==> config.mk <==
export PLATFORM = sky130hd
export DESIGN_NAME = option_trim_config
export DESIGN_NICKNAME = d
export VERILOG_FILES = /design/src/trim_store.v /design/src/option_trim_config.v
export VERILOG_INCLUDE_DIRS = /design/src
export SDC_FILE = /design/constraint.sdc
export NUM_CORES = 1
export LEC_CHECK = 0
export BUFFER_PORTS_ARGS = -buffer_cell sky130_fd_sc_hd__buf_2
export CAP_MARGIN = 20
export CORE_ASPECT_RATIO = 1.2
export CORE_MARGIN = 10
export CORE_UTILIZATION = 54
export CTS_CLUSTER_DIAMETER = 60
export DETAILED_ROUTE_END_ITERATION = 6
export PLACE_DENSITY = 0.79
export SETUP_SLACK_MARGIN = 0.02
export SYNTH_ARGS = -nofsm -noshare
export SYNTH_HDL_FRONTEND = slang
export SYNTH_HIERARCHICAL = 1
export SYNTH_SLANG_ARGS = --single-unit
==> constraint.sdc <==
create_clock -name pclk -period 4.1 [get_ports pclk]
set_input_delay 0.41 -clock pclk [delete_from_list [all_inputs] [get_ports pclk]]
set_output_delay 0.41 -clock pclk [all_outputs]
set_load 0.02 [all_outputs]
==> src/option_defs.vh <==
// offsets, field positions, reset values and flash addresses of the option and trim loader
`ifndef OPTION_DEFS_VH
`define OPTION_DEFS_VH
`define REG_TRIM_INDEX 8'h00
`define REG_TRIM_DATA 8'h04
`define REG_OPT_PROTECT 8'h08
`define REG_OPT_OSC 8'h0c
`define REG_STATUS 8'h10
`define REG_SERIAL 8'h14
`define BIT_WRITE_PROTECT 0
`define BIT_MUST_BE_ONE 1
`define BIT_READ_PROTECT 2
`define BIT_BO_ALWAYS_ON 3
`define BIT_XTAL_DISABLE 4
`define BIT_RP_HONOURED 5
`define STAT_READY 0
`define STAT_BLOCKED 1
`define STAT_BIT1_BAD 2
`define TRIM_LAST 8'h1f
`define TRIM_INFO_BASE 7'h20
`define SERIAL_INFO_BASE 7'h7c
`define OPT_PROTECT_ADDR 13'h0000
`define OPT_OSC_ADDR 13'h0001
`define STEP_OPT_OSC 6'd1
`define STEP_TRIM_FIRST 6'd2
`define STEP_SERIAL_FIRST 6'd34
`define STEP_LAST 6'd37
`define ERASED_BYTE 8'hff
`define TRIM_INDEX_RESET 8'h00
`define PAGE_ZERO 4'h0
`endif

==> src/trim_store.v <==
// working copies of the 32 trim bytes
`timescale 1ns/1ps
`default_nettype none
module trim_store (
  // clock
  input wire pclk,
  // factory reload
  input wire load_en,
  input wire [4:0] load_index,
  input wire [7:0] load_data,
  // software write
  input wire wr_en,
  input wire [4:0] wr_index,
  input wire [7:0] wr_data,
  // software read
  input wire [4:0] rd_index,
  output wire [7:0] rd_data
);
  reg [7:0] mem [0:31];

  always @(posedge pclk) begin
    if (load_en) begin
      mem[load_index] <= load_data;
    end else if (wr_en) begin
      mem[wr_index] <= wr_data;
    end
  end

  assign rd_data = mem[rd_index];
endmodule
`default_nettype wire

==> src/option_trim_config.v <==
// option byte latch, trim window, serial number and flash protection gate
//
// Functional notes
// option bytes live in program bytes 0,1
// trim index then data write updates copy
// trim index then data read returns copy
// working trim reverts to factory on reset
// factory trim never written by this block
// indirect path reaches info 20-3F only
// calibration bytes read by software constant load
// four-byte serial number held per device
// bit3 zero allows stop-mode brown-out off
// bit2 zero hides code, limits debugger
// programmer keeps option bit1 at one
// bit0 zero blocks user program/erase
// bit0 one permits program and erase
// oscillator byte bit4 crystal disable, reset-kept
// debug status bit5 reports protect honoured
// option bytes latched before user code runs
//
// Local design decision: the APB interface to the registers.
`timescale 1ns/1ps
`default_nettype none
`include "option_defs.vh"
module option_trim_config (
  // clock and reset
  input wire pclk,
  input wire presetn,
  // apb slave
  input wire psel,
  input wire penable,
  input wire pwrite,
  input wire [7:0] paddr,
  input wire [31:0] pwdata,
  output reg [31:0] prdata,
  output reg pready,
  output reg pslverr,
  // flash read port, one cycle latency
  output reg flash_rd_en,
  output reg flash_info_sel,
  output reg [12:0] flash_addr,
  input wire [7:0] flash_rdata,
  // flash write requests from user code and debugger
  input wire user_prog_req,
  input wire user_page_erase_req,
  input wire [3:0] erase_page,
  input wire user_mass_erase_req,
  input wire debug_mass_erase_req,
  output reg prog_grant,
  output reg page_erase_grant,
  output reg mass_erase_grant,
  // power and debug context
  input wire stop_mode,
  input wire brownout_off_request,
  input wire read_protect_honoured,
  // configuration outputs
  output reg config_ready,
  output reg brownout_always_on,
  output reg brownout_enable,
  output reg code_read_protect,
  output reg debug_full_access,
  output reg code_write_protect,
  output reg crystal_disable_option
);
  localparam ST_ISSUE = 2'b00;
  localparam ST_WAIT = 2'b01;
  localparam ST_TAKE = 2'b10;
  localparam ST_DONE = 2'b11;

  reg [1:0] state;
  reg [1:0] next_state;
  reg [5:0] step;
  reg [7:0] opt_protect;
  reg [7:0] opt_osc;
  reg [31:0] serial;
  reg [7:0] trim_index;
  reg blocked;
  wire [7:0] trim_rd_data;
  wire trim_load_en;
  wire [4:0] trim_load_index;
  wire access;
  wire xfer;
  wire wr_xfer;
  wire index_ok;
  wire trim_wr_en;
  wire opt_lost;
  wire user_req;
  wire [31:0] status_word;
  wire [2:0] kind_req;
  wire [2:0] kind_dbg;
  wire [2:0] next_grant;
  reg page_zero_erase;
  genvar gi;

  // flash address of each boot step
  function [13:0] step_addr;
    input [5:0] s;
    reg [6:0] off;
    begin
      off = 7'h00;
      if (s == 6'd0) begin
        step_addr = {1'b0, `OPT_PROTECT_ADDR};
      end else if (s == `STEP_OPT_OSC) begin
        step_addr = {1'b0, `OPT_OSC_ADDR};
      end else if (s < `STEP_SERIAL_FIRST) begin
        off = `TRIM_INFO_BASE + {1'b0, s - `STEP_TRIM_FIRST};
        step_addr = {1'b1, 6'h00, off};
      end else begin
        off = `SERIAL_INFO_BASE + {1'b0, s - `STEP_SERIAL_FIRST};
        step_addr = {1'b1, 6'h00, off};
      end
    end
  endfunction

  // trim index inside the 32-byte window
  function in_trim_window;
    input [7:0] idx;
    begin
      in_trim_window = (idx <= `TRIM_LAST);
    end
  endfunction

  // user request passes only while the write-protect option is 1
  function user_pass;
    input req;
    input [7:0] opt;
    begin
      user_pass = req & opt[`BIT_WRITE_PROTECT];
    end
  endfunction

  // boot loader sequence
  always @* begin
    case (state)
      ST_ISSUE: next_state = ST_WAIT;
      ST_WAIT: next_state = ST_TAKE;
      ST_TAKE: next_state = (step == `STEP_LAST) ? ST_DONE : ST_ISSUE;
      ST_DONE: next_state = ST_DONE;
      default: next_state = ST_ISSUE;
    endcase
  end

  always @(posedge pclk or negedge presetn) begin
    if (!presetn) begin
      state <= ST_ISSUE;
      step <= 6'd0;
      flash_rd_en <= 1'b0;
      flash_info_sel <= 1'b0;
      flash_addr <= 13'h0000;
      config_ready <= 1'b0;
    end else begin
      state <= next_state;
      flash_rd_en <= (state == ST_ISSUE);
      if (state == ST_ISSUE) begin
        {flash_info_sel, flash_addr} <= step_addr(step);
      end
      if (state == ST_TAKE && step != `STEP_LAST) begin
        step <= step + 6'd1;
      end
      config_ready <= (next_state == ST_DONE);
    end
  end

  // latched option bytes and serial number
  assign user_req = user_prog_req | user_page_erase_req | user_mass_erase_req;
  assign opt_lost = page_zero_erase | mass_erase_grant;

  always @(posedge pclk or negedge presetn) begin
    if (!presetn) begin
      opt_protect <= `ERASED_BYTE;
      opt_osc <= `ERASED_BYTE;
      serial <= 32'h00000000;
    end else if (state == ST_TAKE) begin
      if (step == 6'd0) begin
        opt_protect <= flash_rdata;
      end else if (step == `STEP_OPT_OSC) begin
        opt_osc <= flash_rdata;
      end else if (step >= `STEP_SERIAL_FIRST) begin
        serial <= {serial[23:0], flash_rdata};
      end
    end else if (opt_lost) begin
      opt_protect <= `ERASED_BYTE;
      opt_osc <= `ERASED_BYTE;
    end
  end

  // working trim copies reload from the info page on every reset
  assign trim_load_en = (state == ST_TAKE) && (step >= `STEP_TRIM_FIRST) &&
    (step < `STEP_SERIAL_FIRST);
  assign trim_load_index = step[4:0] - 5'd2;

  // apb decode
  assign access = psel & penable & config_ready;
  assign xfer = access & pready;
  assign wr_xfer = xfer & pwrite;
  assign index_ok = in_trim_window(trim_index);
  assign trim_wr_en = wr_xfer && (paddr == `REG_TRIM_DATA) && index_ok;

  assign status_word = {26'h0000000, read_protect_honoured, 2'b00,
    ~opt_protect[`BIT_MUST_BE_ONE], blocked, config_ready};

  trim_store u_trim (
    .pclk(pclk),
    .load_en(trim_load_en),
    .load_index(trim_load_index),
    .load_data(flash_rdata),
    .wr_en(trim_wr_en),
    .wr_index(trim_index[4:0]),
    .wr_data(pwdata[7:0]),
    .rd_index(trim_index[4:0]),
    .rd_data(trim_rd_data)
  );

  // answer one cycle into the access phase
  always @(posedge pclk or negedge presetn) begin
    if (!presetn) begin
      pready <= 1'b0;
      pslverr <= 1'b0;
      prdata <= 32'h00000000;
    end else begin
      pready <= access & ~pready;
      if (access & ~pready) begin
        pslverr <= 1'b0;
        prdata <= 32'h00000000;
        case (paddr)
          `REG_TRIM_INDEX: prdata <= {24'h000000, trim_index};
          `REG_TRIM_DATA: prdata <= index_ok ? {24'h000000, trim_rd_data} : 32'h00000000;
          `REG_OPT_PROTECT: prdata <= {24'h000000, opt_protect};
          `REG_OPT_OSC: prdata <= {24'h000000, opt_osc};
          `REG_STATUS: prdata <= status_word;
          `REG_SERIAL: prdata <= serial;
          default: pslverr <= 1'b1;
        endcase
        if (pwrite && paddr != `REG_TRIM_INDEX && paddr != `REG_TRIM_DATA &&
            paddr != `REG_STATUS) begin
          pslverr <= 1'b1;
        end
      end
    end
  end

  // trim index register and blocked-request flag
  always @(posedge pclk or negedge presetn) begin
    if (!presetn) begin
      trim_index <= `TRIM_INDEX_RESET;
      blocked <= 1'b0;
    end else begin
      if (wr_xfer && paddr == `REG_TRIM_INDEX) begin
        trim_index <= pwdata[7:0];
      end
      if (config_ready && user_req && !opt_protect[`BIT_WRITE_PROTECT]) begin
        blocked <= 1'b1;
      end else if (wr_xfer && paddr == `REG_STATUS && pwdata[`STAT_BLOCKED]) begin
        blocked <= 1'b0;
      end
    end
  end

  // flash protection gate: program, page erase, mass erase
  assign kind_req = {user_prog_req, user_page_erase_req, user_mass_erase_req};
  assign kind_dbg = {2'b00, debug_mass_erase_req};
  generate
    for (gi = 0; gi < 3; gi = gi + 1) begin : g_grant
      assign next_grant[gi] = config_ready &
        (user_pass(kind_req[gi], opt_protect) | kind_dbg[gi]);
    end
  endgenerate

  always @(posedge pclk or negedge presetn) begin
    if (!presetn) begin
      prog_grant <= 1'b0;
      page_erase_grant <= 1'b0;
      mass_erase_grant <= 1'b0;
      page_zero_erase <= 1'b0;
    end else begin
      prog_grant <= next_grant[2];
      page_erase_grant <= next_grant[1];
      mass_erase_grant <= next_grant[0];
      // page number is only valid beside the request pulse
      page_zero_erase <= next_grant[1] & (erase_page == `PAGE_ZERO);
    end
  end

  // configuration outputs
  always @(posedge pclk or negedge presetn) begin
    if (!presetn) begin
      brownout_always_on <= 1'b1;
      brownout_enable <= 1'b1;
      code_read_protect <= 1'b1;
      debug_full_access <= 1'b1;
      code_write_protect <= 1'b1;
      crystal_disable_option <= 1'b1;
    end else begin
      brownout_always_on <= opt_protect[`BIT_BO_ALWAYS_ON];
      brownout_enable <= ~(stop_mode & brownout_off_request &
        ~opt_protect[`BIT_BO_ALWAYS_ON]);
      code_read_protect <= opt_protect[`BIT_READ_PROTECT];
      debug_full_access <= opt_protect[`BIT_READ_PROTECT] | read_protect_honoured;
      code_write_protect <= opt_protect[`BIT_WRITE_PROTECT];
      crystal_disable_option <= opt_osc[`BIT_XTAL_DISABLE];
    end
  end
endmodule
`default_nettype wire

Yosys cells after proc, flatten, opt, wreduce, memory -nomap -nowiden
Memories as Yosys holds them, arrays and structs flattened.
Cells that the tools add are included.
- logic and storage cells: 128
- RAM bits: 256
- flip-flop bits (word level): 125
- memories kept: 1
- output and inout bits: 59
- bitwise gates (word level): 25
- muxes and demuxes: 25
- order comparisons: 4
- reduce and logical (&&, ||, !) cells: 26
- add/subtract/negate cells: 6
- equality and inequality tests: 17
- memory list (name ; words ; width ; rd ports ; clocked after Yosys merged registers in ; wr ports ; RTL line ; source):
    u_trim.mem ; 32 ; 8 ; 1 ; 0 ; 1 ; trim_store.v:19 ; reg [7:0] mem [0:31];
- operators by type and width (operator ; count):
    one-hot mux 32 bit (6 select lines) ; 1
    two-way mux 8 bit ; 8
    two-way mux 14 bit ; 2
    equality test 8 x 4 -> 1 bit, second input constant ; 2
    equality test 8 x 5 -> 1 bit, second input constant ; 2
    bitwise AND 1 bit ; 14
    logical AND 1 bit ; 13
    two-way mux 1 bit ; 10
    equality test 8 x 3 -> 1 bit, second input constant ; 1
    less-or-equal comparator 8 x 5 -> 1 bit, second input constant ; 1
    zero test 8 bit ; 1
    inequality test 8 x 3 -> 1 bit, second input constant ; 1
    inequality test 8 x 5 -> 1 bit, second input constant ; 1
    one-hot mux 2 bit (4 select lines) ; 1
    nonzero test 8 bit ; 1
    OR reduction 8 bit ; 1
    adder 6 x 6 -> 7 bit, first input constant ; 1
    adder 7 x 6 -> 7 bit, first input constant ; 1
    two-way mux 7 bit ; 1
    adder 6 x 1 -> 6 bit, second input constant ; 1
    equality test 2 bit, second input constant ; 3
    equality test 6 x 1 -> 1 bit, second input constant ; 1
    equality test 6 bit, second input constant ; 1
    >= comparator 6 x 2 -> 1 bit, second input constant ; 1
    other kinds (22) ; 33

Logic depth before layout (Yosys ltp)
- depth after elaboration: 11
- mapped depth: 11
- gate-level depth less buffers: 8

Hierarchy
Netlist, hierarchy kept.
- by module, submodules not included (module ; seq. area each (um2) ; cells an instance ; instances ; area each (um2)):
    trim_store ; 7687.4 ; 430 ; 1 ; 10144.7
    option_trim_config ; 3005.4 ; 423 ; 1 ; 5154.9

Least setup slack after synthesis
OpenSTA, ideal clock, no wires.
- kind: flip-flop to flip-flop
- start: register step[3]
- end: memory u_trim.mem[16][0], enable pin
- arrival: 3.504 ns
- period minus slack after synthesis: 3.898 ns
- path slack: 0.202 ns
- setup time: 0.395 ns
- stages on the path, launching flop included: 11
- cells stage by stage: dfrtp_1 buf_1 o41ai_1 nand2_1 a21oi_1 nand2b_1 buf_2 buf_2 mux2i_1 clkbuf_1 nor4_1
- longest elaborated chain between the ends: 7
- elaborated cells on any way between the ends: 12
- those cells by class: add/sub: 1; order compare: 2; mux: 6; reduce/logical: 3
- ends and longest elaborated chain (element ; RTL line ; source):
    from (decl) ; option_trim_config.v:72 ; reg [5:0] step;
    from (signal assigned) ; option_trim_config.v:158 ; step <= step + 6'd1;
    >= comparator 6 x 2 -> 1 bit (no source line) ; - ;
    logical AND 1 bit ; option_trim_config.v:188 ; assign trim_load_en = (state == ST_TAKE) && (step >= `STEP_TRIM_FIRST) &&
    logical AND 1 bit * ; option_trim_config.v:188 ;
    named net trim_load_en ; option_trim_config.v:79 ; wire trim_load_en;
    two-way mux 1 bit ; trim_store.v:22 ; if (load_en) begin
    two-way mux 1 bit (implied by the code) ; trim_store.v:25 ; mem[wr_index] <= wr_data;
    OR reduction 8 bit (no source line) ; - ;
    two-way mux 5 bit (no source line) or two-way mux 1 bit (tied branches) ; - ;
    to (decl) ; trim_store.v:19 ;
Mark *: on every way through the listed nets, which the timed path passes. The rest lies on a longest branch.

Worst setup path after layout
- start: register step[3]
- end: memory u_trim.mem[19][4], enable pin
The elaborated chain is that of the path after synthesis.

==> qor.yml <==
outcome:
  outcome: "complete, no violations"
setup_path:
  startpoint_type: "flip-flop"
  worst_ep_arrival_time_ns: 3.54
  rr_worst_depth: 8
  cp-end-kind: "flip-flop"
  cp_max_fo: 16
  criticalPathCategory: "flip-flop to flip-flop"
  critPathRequiredTime_ns: 4.33
pwr:
  p_leak_nw: 6.510
  power_density_mw_per_mm2: 427.6
  ir_drop_v: 0.0002581
  power_mw: 7.520
final_layout:
  syn2layout_area_growth_pct: 14.96
  drive_gt1_share_pct: 36.85
  final_nets: 1061
  antenna_cells: 0
drt:
  first_pass_iters: 5
  highest_layer: "met5"
  wl_met1_um: 13580
  wl_met2_um: 16600
  avgViaCountPerCell: 6.055
  vias: 8441
  drt-wirelength-per-cell_um: 24.10
  drc_errors: 0
  ant_nets: 0
  drt-initial-drc-count: 866
  drt_wl_total_um: 33600
  wl_met3_um: 2229
timing:
  skew_ns: 0.01082
  fin_ws_ns: 0.7906
  rsz0062_at_grt: "no"
  clock.fmax_ghz: 0.3022
  maxSlewViolCount: 0
  finalHoldViolations: 0
  setup_viol: 0
  relSlewSlack_pct: 12.51
  period_share_pct: 80.72
  setup_tns_ns: 0
  worstMarginPinSlew_ns: 1.312
  fin_crit_ns: 3.309
global_route:
  grt_max_degree: 63
  antenna_found_initial: 1
  grt_pass1_vias: 8641
  grt-ovfl-total: 0
  grt_first_pass_wirelength_um: 51740
  track_usage_pct: 18.74
synthesis:
  synth_area_leader_cell: "edfxtp_1"
  syn_area_per_cell_um2: 17.94
  postSynthCellCount: 853
  ys_ff_latch: 375
  synth_edf_count: 256
  synth_area_mm2: 0.01530
  ys_seq_area_share_pct: 69.89
  synth_flop_cell: "edfxtp_1"
  yosys_warnings: 6
  synth.top_cell.area_share_pct: 50.25
  yosysUniqueCellTypes: 57
  synth_area_leaders: "edfxtp_1, dfrtp_1, mux4_2"
  async_reset_ff_share_pct: 31.73
hold_path:
  hold_depth: 2
  hold_path_class: "input pin to flip-flop"
placed_design:
  port_buffers: 92
  hpwl_um: 21970
  gp_congestion: 0.8429
  dp_slack_ns: 0.5826
clock_network:
  cts.htree.levels: 2
  cts_resized: 0
  cts_hold_buf: 1
  cts_buffer_depth: 3
  cts_root_buf: "clkbuf_16"
  clock-sinks: 375
  cts_tree: "built"
  worstSkewPairLatency_ns: 0.52
  clkTransAtPathRegs_ns: 0.06
  cts_setup_buffers: 0
  numCtsBuffers: 35
die:
  pin_count: 123
  core_area_mm2: 0.02792
  die_y_um: 204.4
  row_count: 67
  die_w_um: 173.7
  dieArea_mm2: 0.03549
  initial_utilization_pct: 54.81
flow_run:
  cap_violations: 0
[cell type report]
cell class              instances  area (µm²)
flip-flops and latches        375       10700
fillers                      1927       10330
multi-input cells             421        4318
clock buffers                  41       950.9
repair buffers                148       885.9
well taps                     379       474.2
clock inverters                21       227.7
inverters                       9       33.78
[power by group]
part	internal (mW)	switching (mW)
Combinational	0.0423	0.114
Clock	1.93	1.35
Sequential	4.08	0.0107
[cells by family after synthesis]
kind of cell	after synthesis	synth area share [%]
AOI/OAI and AO/OA	97	4.719
xor gates and xnor gates	10	0.5725
adders and majority gates	7	0.5724
buffers and inverters	62	2.012
DFF	375	69.89
muxes	152	16.97
other	1	0.02451
and+or+nand+nor	149	5.242
[flip-flops by register name (all words and copies together), names as in the netlist, 2 cells and up]
register,cells
prdata,32
step,6
opt_protect,8
state,2
serial,32
opt_osc,8
trim_index,8
flash_addr,7
u_trim/mem,256
[metal layers]
layer  GRT usage, %  vias to the layer above
li1               -                     3682
met1          24.02                     4329
met3          3.364                       68
met5              0                        -
met4          7.123                        2
met2          31.54                      360
[critical path, stage by stage, from the launching register on]
cell      delay (ns)
dfrtp_1         0.53
o41ai_1         0.49
nand2_1         0.09
a21oi_1         0.17
buf_4           0.17
nand2b_1        0.27
mux2_2          0.54
nor4_1          0.47
buf_4           0.26
[path summary, 6_finish.rpt]
path,slack (ns),from,to
worst min register to register,0.39,opt_protect[2],code_read_protect
worst min-delay path,0.04,brownout_off_request,brownout_enable
min in group asynchronous,0.51,presetn,state[1]
worst max register to register,0.79,step[3],u_trim/mem[19][4]
worst max-delay path,0.79,step[3],u_trim/mem[19][4]
max in group asynchronous,2.64,presetn,brownout_always_on
[per-stage QoR]
step,cell area [µm²],std cells,utilization (%),hold WS (ns)
floorplan,15320,858,-,0.1144
global placement,16390,1330,58.72,0.3726
detailed placement,16400,1331,58.75,0.3778
CTS,17590,1394,63.00,0.02318
global route,17590,1394,63.00,0.05690
finish,17590,1394,63.00,0.03579
[cell usage after synthesis, types with 6 or more instances]
cell	instances
nor3_1	6
buf_1	12
dfrtp_1	97
o21ai_0	14
buf_2	6
edfxtp_1	256
nor2_1	32
a22o_1	26
mux4_2	80
buf_4	12
inv_1	9
ha_1	7
o22a_1	8
xnor2_1	9
nand3_1	9
clkbuf_1	20
mux2i_1	13
mux2_2	59
a21oi_1	17
nand2_1	28
dfstp_2	22
nor2b_1	10
nor4_1	34
[placed cells by master (no fill, tap or decap), drive strengths merged, types with 3 or more instances in the layout]
master / n
edfxtp: 256
buf: 147
dfrtp: 97
mux4: 80
mux2: 59
clkbuf: 41
nor4: 35
nor2: 32
nand2: 28
a22o: 26
dfstp: 22
a21oi: 17
clkinv: 15
o21ai: 14
mux2i: 13
nor2b: 10
inv: 10
nand3: 9
xnor2: 9
o22a: 8
ha: 7
nor3: 7
conb: 6
a32o: 5
and3: 4
or2: 4
nand2b: 4
nand4b: 4
a22oi: 4
bufinv: 4
nand4: 3
a21o: 3
a211oi: 3
Note: power is estimated with default switching activity, not from simulation.
